`src/hw/swc_regs.svh`:
```
// register indices, field positions, reset values and timing counts
// of the sleep and wake controller; included by its bare name
`ifndef SWC_REGS_SVH
`define SWC_REGS_SVH

// -----------------------------------------------------------------
// register indices, byte address is four times the index
// -----------------------------------------------------------------
`define SWC_IDX_STATUS 8'h03
`define SWC_IDX_INTCTL 8'h0B
`define SWC_IDX_PIRQF 8'h0C
`define SWC_IDX_PIRQE 8'h8C
`define SWC_IDX_PWRCTL 8'h8E

// -----------------------------------------------------------------
// field positions
// -----------------------------------------------------------------
`define SWC_ST_TO 4
`define SWC_ST_PD 3
`define SWC_IC_GIE 7
`define SWC_IC_PEIE 6
`define SWC_IC_T0IE 5
`define SWC_IC_INTE 4
`define SWC_IC_GPIE 3
`define SWC_IC_T0IF 2
`define SWC_IC_INTF 1
`define SWC_IC_GPIF 0
`define SWC_PF_AD 6
`define SWC_PF_CCP 5
`define SWC_PF_CMP 3
`define SWC_PF_TMR2 1
`define SWC_PF_TMR1 0
`define SWC_PC_BOR 0

// -----------------------------------------------------------------
// reset values and masks
// -----------------------------------------------------------------
`define SWC_ST_POR 8'h18
`define SWC_ST_WMASK 8'hE7
`define SWC_IC_RST 8'h00
`define SWC_PF_RST 8'h00
`define SWC_PF_MASK 8'h6B
`define SWC_PC_POR 8'h00
`define SWC_PC_MASK 8'h03

// -----------------------------------------------------------------
// timing
// -----------------------------------------------------------------
`define SWC_CLK_NS 50
`define SWC_SETTLE_NS 1000
`define SWC_SETTLE_CYC ((`SWC_SETTLE_NS + `SWC_CLK_NS - 1) / `SWC_CLK_NS)
`define SWC_RESP_OKAY 2'b00
`define SWC_RESP_SLVERR 2'b10

`endif

```
`src/hw/swc_pkg.sv`:
```
// types shared by the sleep and wake controller
// assumes nothing of its surroundings
package swc_pkg;
  typedef enum logic [1:0] {
    SWC_RUN = 2'b00,
    SWC_HALT = 2'b01,
    SWC_SETTLE = 2'b10
  } swc_state_t;
endpackage

```
`src/hw/swc_sleep_wake_controller.sv`:
```
// sleep and wake sequencer with its status and interrupt registers
// assumes one core clock, an axi4-lite master and an outside watchdog
`timescale 1ns/100ps
`include "swc_regs.svh"

module swc_sleep_wake_controller #(
  parameter int PC_W = 13,
  parameter int SETTLE_CYC = `SWC_SETTLE_CYC
) (
  input wire logic clock,
  input wire logic rst,
  input wire logic [11:0] s_axi_awaddr,
  input wire logic s_axi_awvalid,
  output logic s_axi_awready,
  input wire logic [31:0] s_axi_wdata,
  input wire logic [3:0] s_axi_wstrb,
  input wire logic s_axi_wvalid,
  output logic s_axi_wready,
  output logic [1:0] s_axi_bresp,
  output logic s_axi_bvalid,
  input wire logic s_axi_bready,
  input wire logic [11:0] s_axi_araddr,
  input wire logic s_axi_arvalid,
  output logic s_axi_arready,
  output logic [31:0] s_axi_rdata,
  output logic [1:0] s_axi_rresp,
  output logic s_axi_rvalid,
  input wire logic s_axi_rready,
  input wire logic halt_exec,
  input wire logic watchdog_clear_instruction,
  input wire logic [PC_W-1:0] pc_in,
  output logic prefetch_valid,
  output logic [PC_W-1:0] prefetch_addr,
  input wire logic watchdog_enable,
  input wire logic watchdog_timeout,
  output logic watchdog_clear,
  output logic prescaler_clear,
  output logic watchdog_run,
  input wire logic bor_event,
  input wire logic master_clear_pin_i,
  output logic master_clear_pin_o,
  output logic master_clear_pin_oe,
  input wire logic ext_int_pin,
  input wire logic port_change_evt,
  input wire logic t0_ovf_evt,
  input wire logic tmr1_evt,
  input wire logic tmr1_async,
  input wire logic ccp_evt,
  input wire logic ccp_capture_mode,
  input wire logic adc_evt,
  input wire logic adc_rc_clock,
  input wire logic cmp_evt,
  input wire logic tmr2_evt,
  output logic osc_enable,
  output logic core_run,
  output logic io_hold,
  output logic device_reset,
  output logic resume_exec,
  output logic vector_after_next
);

  // -----------------------------------------------------------------
  // helpers
  // -----------------------------------------------------------------
  // byte address to register index, shared by both bus channels
  function automatic logic [7:0] swc_index(input logic [11:0] a);
    swc_index = a[9:2];
  endfunction

  function automatic logic swc_mapped(input logic [11:0] a);
    logic [7:0] i;
    i = a[9:2];
    swc_mapped = (a[11:10] == 2'b00) && (a[1:0] == 2'b00) &&
      (i == `SWC_IDX_STATUS || i == `SWC_IDX_INTCTL ||
       i == `SWC_IDX_PIRQF || i == `SWC_IDX_PIRQE ||
       i == `SWC_IDX_PWRCTL);
  endfunction

  // -----------------------------------------------------------------
  // state and registers
  // -----------------------------------------------------------------
  swc_pkg::swc_state_t state_q;
  logic [7:0] settle_q;
  logic [7:0] status_q;
  logic [7:0] intctl_q;
  logic [7:0] pirqf_q;
  logic [7:0] pirqe_q;
  logic [7:0] pwrctl_q;
  logic master_clear_pin_s1_q, master_clear_pin_s2_q;
  logic int_s1_q, int_s2_q, int_s3_q;
  logic wdt_clr_q, pre_clr_q, wdt_run_q;
  logic reset_q, resume_q, vector_q, pf_valid_q;
  logic [PC_W-1:0] pf_addr_q;
  logic aw_hold_q, w_hold_q, bvalid_q, rvalid_q;
  logic [11:0] awaddr_q;
  logic [7:0] wdata_q;
  logic wstrb_q;
  logic [1:0] bresp_q, rresp_q;
  logic [31:0] rdata_q;

  logic running, halted_now, master_clear_pin_low, rst_evt, wake_pend;
  logic enter, wake_int, wake_wdt, wake_any, wr_go;
  logic [7:0] wr_idx;
  logic [7:0] ic_set, pf_set;

  // -----------------------------------------------------------------
  // pin synchronisers
  // -----------------------------------------------------------------
  // only the second stage is read, the third is for edge detection
  always_ff @(posedge clock) begin
    if (rst) begin
      master_clear_pin_s1_q <= 1'b1;
      master_clear_pin_s2_q <= 1'b1;
      int_s1_q <= 1'b0;
      int_s2_q <= 1'b0;
      int_s3_q <= 1'b0;
    end else begin
      master_clear_pin_s1_q <= master_clear_pin_i;
      master_clear_pin_s2_q <= master_clear_pin_s1_q;
      int_s1_q <= ext_int_pin;
      int_s2_q <= int_s1_q;
      int_s3_q <= int_s2_q;
    end
  end

  // -----------------------------------------------------------------
  // wake and entry decisions
  // -----------------------------------------------------------------
  assign running = (state_q == swc_pkg::SWC_RUN);
  assign halted_now = (state_q == swc_pkg::SWC_HALT);
  assign master_clear_pin_low = ~master_clear_pin_s2_q;
  // a running watchdog time-out resets the core; the pin is only sensed
  assign rst_evt = master_clear_pin_low | (running & watchdog_enable & watchdog_timeout);
  // global enable is deliberately left out of the wake term
  assign wake_pend =
    (intctl_q[`SWC_IC_INTE] & intctl_q[`SWC_IC_INTF]) |
    (intctl_q[`SWC_IC_GPIE] & intctl_q[`SWC_IC_GPIF]) |
    (intctl_q[`SWC_IC_T0IE] & intctl_q[`SWC_IC_T0IF]) |
    (intctl_q[`SWC_IC_PEIE] & |(pirqe_q & pirqf_q));
  // a pending enabled interrupt turns the halt into a no-op
  assign enter = running & halt_exec & ~wake_pend & ~rst_evt;
  // pending check is re-run in halt, so a late arrival wakes at once
  assign wake_int = halted_now & ~master_clear_pin_low & wake_pend;
  assign wake_wdt = halted_now & ~master_clear_pin_low & ~wake_pend &
    watchdog_enable & watchdog_timeout;
  assign wake_any = wake_int | wake_wdt | (halted_now & master_clear_pin_low);

  // -----------------------------------------------------------------
  // sequencer
  // -----------------------------------------------------------------
  // settle length trades wake latency for a stable clock
  always_ff @(posedge clock) begin
    if (rst) begin
      state_q <= swc_pkg::SWC_RUN;
      settle_q <= 8'h00;
    end else begin
      case (state_q)
        swc_pkg::SWC_RUN: begin
          if (enter) begin
            state_q <= swc_pkg::SWC_HALT;
          end
        end
        swc_pkg::SWC_HALT: begin
          if (master_clear_pin_low) begin
            state_q <= swc_pkg::SWC_RUN;
          end else if (wake_int || wake_wdt) begin
            state_q <= swc_pkg::SWC_SETTLE;
            settle_q <= 8'(SETTLE_CYC - 1);
          end
        end
        swc_pkg::SWC_SETTLE: begin
          if (master_clear_pin_low) begin
            state_q <= swc_pkg::SWC_RUN;
          end else if (settle_q == 8'h00) begin
            state_q <= swc_pkg::SWC_RUN;
          end else begin
            settle_q <= settle_q - 8'h01;
          end
        end
        default: begin
          state_q <= swc_pkg::SWC_RUN;
        end
      endcase
    end
  end

  // oscillator and pin hold follow the state register
  assign osc_enable = ~halted_now;
  assign core_run = running;
  assign io_hold = ~running;
  // open-drain pin is never driven by this block
  assign master_clear_pin_o = 1'b0;
  assign master_clear_pin_oe = 1'b0;

  // -----------------------------------------------------------------
  // resume, vector and reset pulses
  // -----------------------------------------------------------------
  // the core runs the prefetched word, then vectors when global
  // interrupts were enabled at the last interrupt wake
  always_ff @(posedge clock) begin
    if (rst) begin
      resume_q <= 1'b0;
      vector_q <= 1'b0;
      reset_q <= 1'b0;
    end else begin
      resume_q <= (state_q == swc_pkg::SWC_SETTLE) &&
        (settle_q == 8'h00) && !master_clear_pin_low;
      if (state_q == swc_pkg::SWC_HALT && wake_int) begin
        vector_q <= intctl_q[`SWC_IC_GIE];
      end else if (resume_q) begin
        vector_q <= 1'b0;
      end
      reset_q <= rst_evt;
    end
  end

  assign resume_exec = resume_q;
  assign vector_after_next = vector_q & resume_q;
  assign device_reset = reset_q;

  // -----------------------------------------------------------------
  // watchdog control and prefetch
  // -----------------------------------------------------------------
  always_ff @(posedge clock) begin
    if (rst) begin
      wdt_clr_q <= 1'b0;
      pre_clr_q <= 1'b0;
      wdt_run_q <= 1'b0;
      pf_valid_q <= 1'b0;
      pf_addr_q <= '0;
    end else begin
      // cleared on halt entry and on every wake, not on a no-op halt
      wdt_clr_q <= enter | wake_any | watchdog_clear_instruction;
      pre_clr_q <= enter | wake_any | watchdog_clear_instruction;
      wdt_run_q <= watchdog_enable;
      pf_valid_q <= running & halt_exec;
      if (running && halt_exec) begin
        pf_addr_q <= pc_in + PC_W'(1);
      end
    end
  end

  assign watchdog_clear = wdt_clr_q;
  assign prescaler_clear = pre_clr_q;
  assign watchdog_run = wdt_run_q;
  assign prefetch_valid = pf_valid_q;
  assign prefetch_addr = pf_addr_q;

  // -----------------------------------------------------------------
  // axi4-lite write channel
  // -----------------------------------------------------------------
  // address and data are taken in either order, one write at a time
  assign s_axi_awready = ~aw_hold_q & ~bvalid_q;
  assign s_axi_wready = ~w_hold_q & ~bvalid_q;
  assign wr_go = aw_hold_q & w_hold_q & ~bvalid_q;
  assign wr_idx = swc_index(awaddr_q);

  always_ff @(posedge clock) begin
    if (rst) begin
      aw_hold_q <= 1'b0;
      w_hold_q <= 1'b0;
      bvalid_q <= 1'b0;
      bresp_q <= `SWC_RESP_OKAY;
      awaddr_q <= 12'h000;
      wdata_q <= 8'h00;
      wstrb_q <= 1'b0;
    end else begin
      if (s_axi_awvalid && s_axi_awready) begin
        aw_hold_q <= 1'b1;
        awaddr_q <= s_axi_awaddr;
      end
      if (s_axi_wvalid && s_axi_wready) begin
        w_hold_q <= 1'b1;
        wdata_q <= s_axi_wdata[7:0];
        wstrb_q <= s_axi_wstrb[0];
      end
      if (wr_go) begin
        aw_hold_q <= 1'b0;
        w_hold_q <= 1'b0;
        bvalid_q <= 1'b1;
        bresp_q <= swc_mapped(awaddr_q) ? `SWC_RESP_OKAY : `SWC_RESP_SLVERR;
      end else if (bvalid_q && s_axi_bready) begin
        bvalid_q <= 1'b0;
      end
    end
  end

  assign s_axi_bvalid = bvalid_q;
  assign s_axi_bresp = bresp_q;

  // -----------------------------------------------------------------
  // interrupt flag sources
  // -----------------------------------------------------------------
  // clocked sources are gated off outside run asynchronous
  // ones only in their wake-capable modes
  always_comb begin
    ic_set = 8'h00;
    pf_set = 8'h00;
    ic_set[`SWC_IC_INTF] = int_s2_q & ~int_s3_q;
    ic_set[`SWC_IC_GPIF] = port_change_evt;
    ic_set[`SWC_IC_T0IF] = t0_ovf_evt & running;
    pf_set[`SWC_PF_TMR1] = tmr1_evt & (running | tmr1_async);
    pf_set[`SWC_PF_CCP] = ccp_evt & (running | ccp_capture_mode);
    pf_set[`SWC_PF_AD] = adc_evt & (running | adc_rc_clock);
    pf_set[`SWC_PF_CMP] = cmp_evt;
    pf_set[`SWC_PF_TMR2] = tmr2_evt & running;
  end

  // -----------------------------------------------------------------
  // interrupt registers
  // -----------------------------------------------------------------
  // a hardware set in the same cycle as a software clear wins
  always_ff @(posedge clock) begin
    if (rst || reset_q) begin
      intctl_q <= `SWC_IC_RST;
      pirqf_q <= `SWC_PF_RST;
      pirqe_q <= `SWC_PF_RST;
    end else begin
      if (wr_go && wstrb_q && wr_idx == `SWC_IDX_INTCTL) begin
        intctl_q <= wdata_q | ic_set;
      end else begin
        intctl_q <= intctl_q | ic_set;
      end
      if (wr_go && wstrb_q && wr_idx == `SWC_IDX_PIRQF) begin
        pirqf_q <= (wdata_q & `SWC_PF_MASK) | pf_set;
      end else begin
        pirqf_q <= pirqf_q | pf_set;
      end
      if (wr_go && wstrb_q && wr_idx == `SWC_IDX_PIRQE) begin
        pirqe_q <= wdata_q & `SWC_PF_MASK;
      end
    end
  end

  // -----------------------------------------------------------------
  // core status flags
  // -----------------------------------------------------------------
  // a master clear leaves the two flags alone so software can tell it
  // from a watchdog reset; a set flag after halt means a no-op
  always_ff @(posedge clock) begin
    if (rst) begin
      status_q <= `SWC_ST_POR;
    end else begin
      if (wr_go && wstrb_q && wr_idx == `SWC_IDX_STATUS) begin
        status_q <= (status_q & ~`SWC_ST_WMASK) | (wdata_q & `SWC_ST_WMASK);
      end
      if (reset_q) begin
        status_q[7:5] <= 3'b000;
      end
      if (running && watchdog_enable && watchdog_timeout && !master_clear_pin_low) begin
        status_q[`SWC_ST_TO] <= 1'b0;
        status_q[`SWC_ST_PD] <= 1'b1;
      end else if (enter) begin
        status_q[`SWC_ST_TO] <= 1'b1;
        status_q[`SWC_ST_PD] <= 1'b0;
      end else if (wake_wdt) begin
        status_q[`SWC_ST_TO] <= 1'b0;
      end else if (watchdog_clear_instruction && running) begin
        status_q[`SWC_ST_TO] <= 1'b1;
        status_q[`SWC_ST_PD] <= 1'b1;
      end
    end
  end

  // -----------------------------------------------------------------
  // power control
  // -----------------------------------------------------------------
  // brown-out beats a software write; apart from power-on, no other reset touches bit 0
  always_ff @(posedge clock) begin
    if (rst) begin
      pwrctl_q <= `SWC_PC_POR;
    end else begin
      if (wr_go && wstrb_q && wr_idx == `SWC_IDX_PWRCTL) begin
        pwrctl_q <= wdata_q & `SWC_PC_MASK;
      end
      if (bor_event) begin
        pwrctl_q[`SWC_PC_BOR] <= 1'b0;
      end
    end
  end

  // -----------------------------------------------------------------
  // axi4-lite read channel
  // -----------------------------------------------------------------
  assign s_axi_arready = ~rvalid_q;

  always_ff @(posedge clock) begin
    if (rst) begin
      rvalid_q <= 1'b0;
      rdata_q <= 32'h0000_0000;
      rresp_q <= `SWC_RESP_OKAY;
    end else begin
      if (s_axi_arvalid && s_axi_arready) begin
        rvalid_q <= 1'b1;
        rresp_q <= swc_mapped(s_axi_araddr) ? `SWC_RESP_OKAY : `SWC_RESP_SLVERR;
        case (swc_index(s_axi_araddr))
          `SWC_IDX_STATUS: rdata_q <= {24'h000000, status_q};
          `SWC_IDX_INTCTL: rdata_q <= {24'h000000, intctl_q};
          `SWC_IDX_PIRQF: rdata_q <= {24'h000000, pirqf_q};
          `SWC_IDX_PIRQE: rdata_q <= {24'h000000, pirqe_q};
          `SWC_IDX_PWRCTL: rdata_q <= {24'h000000, pwrctl_q};
          default: rdata_q <= 32'h0000_0000;
        endcase
        if (!swc_mapped(s_axi_araddr)) begin
          rdata_q <= 32'h0000_0000;
        end
      end else if (rvalid_q && s_axi_rready) begin
        rvalid_q <= 1'b0;
      end
    end
  end

  assign s_axi_rvalid = rvalid_q;
  assign s_axi_rdata = rdata_q;
  assign s_axi_rresp = rresp_q;
endmodule // swc_sleep_wake_controller

```
`config.mk`:
```
export PLATFORM = sky130hd
export DESIGN_NAME = swc_sleep_wake_controller
export DESIGN_NICKNAME = d
export VERILOG_FILES = /design/src/hw/swc_pkg.sv /design/src/hw/swc_sleep_wake_controller.sv
export VERILOG_INCLUDE_DIRS = /design/src /design/src/hw
export SDC_FILE = /design/constraint.sdc
export NUM_CORES = 1
export LEC_CHECK = 0
export ABC_CLOCK_PERIOD_IN_PS = 2150
export BUFFER_PORTS_ARGS = -buffer_cell sky130_fd_sc_hd__buf_2
export CAP_MARGIN = 20
export CORE_UTILIZATION = 45
export DETAILED_ROUTE_END_ITERATION = 8
export GPL_TIMING_DRIVEN = 1
export MAX_ROUTING_LAYER = met4
export PLACE_DENSITY = 0.89
export SLEW_MARGIN = 30
export SYNTH_ARGS = -nofsm -noshare
export SYNTH_HDL_FRONTEND = slang
export SYNTH_SLANG_ARGS = --single-unit
export TNS_END_PERCENT = 1
```
`constraint.sdc`:
```
create_clock -name clock -period 2.15 [get_ports clock]
set_clock_uncertainty 0.15 [all_clocks]
set_input_delay 0.3225 -clock clock [delete_from_list [all_inputs] [get_ports clock]]
set_output_delay 0.3225 -clock clock [all_outputs]
set_load 0.01 [all_outputs]
```
==> flow_summary.ini, run 1 <==
[run]
cap_violations = 0

[synth]
synth-edff-count = 0
synth_ff_type = dfxtp_1
ys.warnings.count = 0
ys_seq_area_share_pct = 43.5
ys_ff_latch = 97
synth_cell_types = 55
syn_inst = 523
postSynth.asyncResetShare_pct = 0
avgSynthCellArea_sq_um = 8.53
synth_area_sq_mm = 0.00446

[clock_tree]
path_clk_slew_ps = 100
root_buffer = clkbuf_8
cts.sinks = 97
htreeDepth = 3
cts_setup_buffers = 0
cts-buffers-inserted = 9
cts_tree = done
ctsLongestPathBuffers = 2
insertion_delay_ps = 360

[layout]
fin_nets = 733
syn_to_final_growth_pct = 18.7
mostFrequentLayoutCells = buf_2 (107), dfxtp_1 (96), nand2_1 (74)
layout-drive-gt1-share_pct = 25.2
antenna_cells = 0
multiInputGateArea_sq_mm = 0.00227
fin_util_pct = 56.2
nFillCells = 831
final_area_sq_mm = 0.00530
ff_latch_area_sq_mm = 0.00194
layout_commonest_cell = buf_2

[sta]
period_share_pct = 103
max_slew_margin_pct = 66.2
slew_viol_final = 0
layout_setup_ws_ps = -58.3
hold_viol = 0
rsz0062_at_grt = yes
setup_viol = 5
fin_tns_setup_ps = -216
worst_slew_pin_slew_ps = 507
clock.fmax_mhz = 453
fin_crit_ps = 2210

[die]
die_h_um = 102
pin_count = 163
initial_utilization_pct = 47.4
core_area_sq_mm = 0.00942
die_w_um = 102
rows = 35
die_area_sq_mm = 0.0103

[setup_path]
cp.arrival_ps = 2370
cp.required_ps = 2320
worstPathMaxFanout = 4
worstSetupPathType = reg -> reg
end_kind = register
reg2reg_depth = 7
cp-start-kind = register

[routing]
final_antenna_net_count = 0
drt_iter0_drc = 228
vias = 4003
avgViaCountPerCell = 5.21
wl_per_cell_um = 13.6
totalWireLength_um = 10500
route.detailed.drc = 0
firstDrtPassIters = 4

[global_route]
antenna_found_initial = 0
grt_use_total_pct = 21.4
grt_max_degree = 26
grt_pass1_wl_um = 16600
overflow = 0
grt_pass1_vias = 3660

[place]
hpwl_um = 7920
placed_area_sq_mm = 0.00508
gp_congestion = 0.870
port_buffers = 107

[power]
power_density_mw_per_mm2 = 659
p_leak_nw = 2.33
ir_drop_mv = 0.423

[worst_hold_path]
hold_path.class = in -> reg
whs_path_depth = 2

[run_status]
failed_checks = setup timing
status = finished, violations left
-- cells by family (layout without fill, tap and decap cells) --
logic type      count (synthesis)  count (layout)  share of synthesized area, %
buf+inv                        69             158                          8.36
simple gates                  193             193                          21.2
flops                          97              97                          43.5
compound gates                119             119                          16.9
fa+ha+maj                       2               2                         0.561
other cells                     1              28                        0.0841
mux                            33              33                          7.49
xor+xnor                        9               9                          1.77
-- repair_timing --
item / CTS / global route
hold buffers: 4 / 0
gates resized for setup: 1 / 1
endpoints found under the hold margin: 4 / 0
endpoints found under the setup margin: 5 / 10
pin swaps: 2 / 0
-- path summary, 6_finish.rpt --
check	start	end	slack, ps
worst max register to register	settle_q[1]	settle_q[2]	-60
worst min-delay path	ext_int_pin	int_s1_q	20
worst min register to register	master_clear_pin_s1_q	master_clear_pin_s2_q	280
worst max-delay path	settle_q[1]	settle_q[2]	-60
-- layout make-up --
type / instances / area share [%]
flip-flops and latches: 97 / 36.7
clock buffers: 10 / 2.41
inverters: 15 / 1.06
repair buffers: 127 / 13.1
clock inverters: 6 / 0.803
multi-input cells: 384 / 42.8
well taps: 129 / 3.05
-- worst max-delay path: stages (launching register included) --
cell     delay, ps
dfxtp_2        340
inv_2           80
ha_4           140
or4b_4         480
o41a_1         350
o21a_1         230
a21oi_2        220
a22o_1         170
-- routing by layer --
| metal | part of all wire (%) | wire [um] | vias up | track usage (%) |
|---|---|---|---|---|
| li1 | - | - | 1998 | - |
| met1 | 45 | 4750 | 1848 | 25.7 |
| met2 | 47 | 4910 | 137 | 34.3 |
| met3 | 5.7 | 599 | 20 | 4.69 |
| met4 | 2.1 | 216 | 0 | 9.70 |
| met5 | 0 | 0 | - | - |
-- power by group --
| group | switching (mW) | total (mW) | leakage, nW | internal, mW |
|---|---|---|---|---|
| Clock | 0.636 | 1.06 | 0.0827 | 0.423 |
| Sequential | 0.0638 | 1.94 | 0.794 | 1.88 |
| Combinational | 0.283 | 0.489 | 1.45 | 0.207 |
| Total | 0.982 | 3.49 | 2.33 | 2.51 |
-- flip-flops by register name, indices dropped and copies added (netlist names), 2 cells and up --
register,flops
pirqe_q,5
awaddr_q,12
intctl_q,8
pwrctl_q,2
settle_q,8
state_q,2
pirqf_q,5
prefetch_addr,13
s_axi_rdata,8
wdata_q,8
status_q,8
-- cell usage after synthesis (3+ instances only) --
library cell / n / area share, %
a211oi_1: 13 / 2.2
a21oi_1: 50 / 5.6
a22o_1: 3 / 0.59
a22oi_1: 6 / 1.0
a31oi_1: 3 / 0.42
and2_1: 7 / 0.98
and3_1: 3 / 0.42
and3b_1: 3 / 0.59
buf_1: 3 / 0.25
buf_2: 4 / 0.45
buf_4: 29 / 4.9
clkbuf_1: 18 / 1.5
dfxtp_1: 97 / 44
inv_1: 15 / 1.3
mux2_2: 3 / 0.76
mux2i_1: 30 / 6.7
nand2_1: 74 / 6.2
nand2b_1: 5 / 0.70
nand3_1: 11 / 1.2
nand4_1: 4 / 0.56
nor2_1: 44 / 3.7
nor2b_1: 6 / 0.84
nor3_1: 9 / 1.0
nor4_1: 6 / 0.84
o21a_1: 5 / 0.84
o21ai_0: 17 / 1.9
o22ai_1: 5 / 0.70
o31ai_1: 3 / 0.51
or2_2: 4 / 0.56
or3_1: 5 / 0.70
xnor2_1: 8 / 1.6
-- stage by stage --
step | total power, mW | std cells | hold slack [ps] | setup slack [ps]
CTS | 3.52 | 768 | 8.90 | -45.8
global route | 3.66 | 768 | 7.09 | -137
floorplan | 2.31 | 550 | 239 | -60.5
detailed placement | 2.46 | 748 | 249 | -38.2
global placement | 2.45 | 748 | 249 | 0.227
finish | 3.49 | 768 | 24.5 | -58.3
Power figures use the tool's default switching activity.
==> run 2: changes to the inputs <==
--- a/config.mk
+++ b/config.mk
@@ -6,6 +6,7 @@
 export SDC_FILE = /design/constraint.sdc
 export NUM_CORES = 1
 export LEC_CHECK = 0
+export ABC_AREA = 1
 export ABC_CLOCK_PERIOD_IN_PS = 2150
 export BUFFER_PORTS_ARGS = -buffer_cell sky130_fd_sc_hd__buf_2
 export CAP_MARGIN = 20
@@ -13,7 +14,7 @@
 export DETAILED_ROUTE_END_ITERATION = 8
 export GPL_TIMING_DRIVEN = 1
 export MAX_ROUTING_LAYER = met4
-export PLACE_DENSITY = 0.89
+export PLACE_DENSITY = 0.88
 export SLEW_MARGIN = 30
 export SYNTH_ARGS = -nofsm -noshare
 export SYNTH_HDL_FRONTEND = slang
==> flow_summary.ini, run 2 <==
[run_status]
status = completed

[setup_path]
cp-start-kind = register
reg2reg_depth = 8
ff2ff_setup_slack_ps = 400
r2r_start = w_hold_q
slowest_stage = dfxtp_1
cp.required_ps = 1680
reg2reg_to = intctl_q[2]
crit_chain = nor2_2 > buf_4 > buf_2
worstPathMaxFanout = 6
cp.arrival_ps = 1290
worstSetupPathType = reg -> out
end_kind = primary output
slowest_delay_ps = 350

[sta]
slew_viol_final = 0
fin_crit_ps = 1760
layout_setup_ws_ps = 391
rsz0062_at_grt = no
period_share_pct = 81.8
hold_viol = 0
clock.fmax_mhz = 569
fin_tns_setup_ps = 0
setup_viol = 0

[routing]
wl_per_cell_um = 11.3
vias = 4279
route.detailed.drc = 0
final_antenna_net_count = 0
drt_iter0_drc = 216
avgViaCountPerCell = 4.79
firstDrtPassIters = 5
totalWireLength_um = 10100

[die]
core_area_sq_mm = 0.00982
rows = 36
die_w_um = 103
initial_utilization_pct = 46.8
pin_count = 163
die_h_um = 103
die_area_sq_mm = 0.0106

[layout]
layout-drive-gt1-share_pct = 21.3
syn_to_final_growth_pct = 16.9
nFillCells = 979
largest_register_ffs = 13
layout_commonest_cell = nand2_1
mostFrequentLayoutCells = nand2_1 (120), buf_2 (107), nor2_1 (104)
fin_nets = 854
antenna_cells = 0

[clock_tree]
insertion_delay_ps = 350
path_clk_slew_ps = 90
root_buffer = clkbuf_8
cts.sinks = 97
cts_setup_buffers = 0
htreeDepth = 3
ctsLongestPathBuffers = 2
cts-buffers-inserted = 9
cts_tree = done

[run]
cap_violations = 0

[synth]
yosys.area.top_type_share_pct = 42.2
ys_ff_latch = 97
ys_seq_area_share_pct = 42.2
synth-edff-count = 0
synth.area.top_cells = dfxtp_1 (42%), nand2_1 (9.8%), nor2_1 (8.5%), o21ai_0 (6.2%), buf_4 (5.2%)
ys.warnings.count = 0
synth_ff_type = dfxtp_1
avgSynthCellArea_sq_um = 7.09
syn_inst = 648
synth_cell_types = 40
yosys-top-cells-count = nand2_1 (120), nor2_1 (104), dfxtp_1 (97)
synth_top_area_cell = dfxtp_1
synth_area_sq_mm = 0.00460
yosysMostFrequentCell = nand2_1
postSynth.asyncResetShare_pct = 0

[global_route]
grt_use_total_pct = 20.0
grt_pass1_vias = 3639
antenna_found_initial = 0
grt_pass1_wl_um = 16200
overflow = 0
grt_max_degree = 27

[power]
ir_drop_mv = 0.486
p_leak_nw = 2.55
power_density_mw_per_mm2 = 707
totalPowerFinal_mw = 3.80

[place]
pre_cts_ws_ps = 396
hpwl_um = 7660
gp_congestion = 0.884
port_buffers = 107

[worst_hold_path]
hold_path_end = prefetch_addr[0]
hold_path.class = in -> reg
holdCritStartpoint = pc_in[0]
whs_path_depth = 2
-- run 2: layout make-up --
class,instances,area (sq um),area share [%]
multi-input cells,465,2200,41.0
flip-flops and latches,97,1940,36.1
repair buffers,114,591,11.0
inverters,68,256,4.77
well taps,133,166,3.10
clock buffers,10,128,2.37
clock inverters,6,90.1,1.68
-- run 2: power breakdown --
part | switching (mW) | total [mW] | internal [mW] | leakage, nW
logic | 0.337 | 0.547 | 0.210 | 1.65
clock network | 0.616 | 1.28 | 0.660 | 0.107
registers | 0.0727 | 1.97 | 1.90 | 0.796
-- run 2: worst max-delay path: cells and delay by family (launching register included) --
| family | cells | cell delay [ps] |
|---|---|---|
| buffers and inverters | 2 | 340 |
| DFF | 1 | 350 |
| and+or+nand+nor | 1 | 240 |
-- run 2: through the flow --
stage          util (%)  cell area [sq um]  std cells  hold WS [ps]
6_report           54.7               5380        893          29.0
3_3_place_gp       52.4               5150        876           242
5_1_grt            54.7               5380        893          6.73
4_1_cts            54.7               5380        893          8.92
2_1_floorplan         -               4700        675           238
3_5_place_dp       52.4               5150        876           244
-- run 2: timing repair --
action	CTS	global route
resized for setup	0	0
endpoints found under the setup margin	0	0
hold buffers	1	0
endpoints found under the hold margin	1	0
-- run 2: kinds of logic (layout without fill, tap and decap cells) --
logic type | Yosys count | count (layout) | synth area share, %
compound gates | 120 | 120 | 14.1
flops | 97 | 97 | 42.2
fa+ha+maj | 2 | 2 | 0.544
simple gates | 305 | 305 | 29.0
buf+inv | 113 | 198 | 12.1
xor+xnor | 10 | 10 | 1.91
other cells | 1 | 28 | 0.0816
-- run 2: how the worst max path moves through the flow --
stage                     from              to  slack (ps)
2_1_floorplan      settle_q[0]     settle_q[3]         610
3_3_place_gp   s_axi_araddr[7]  s_axi_rdata[6]         420
3_5_place_dp   s_axi_araddr[7]  s_axi_rdata[6]         400
4_1_cts             state_q[0]        core_run         390
5_1_grt            awaddr_q[6]     intctl_q[0]         200
6_report            state_q[0]        core_run         390
-- run 2: per-layer routing --
metal  track usage [%]  part of all wire (%)  vias up
met3              4.95                   6.6       19
li1                  -                     -     2246
met4              5.85                   1.8        0
met1              25.8                    47     1863
met5                 -                     0        -
met2              31.1                    44      151
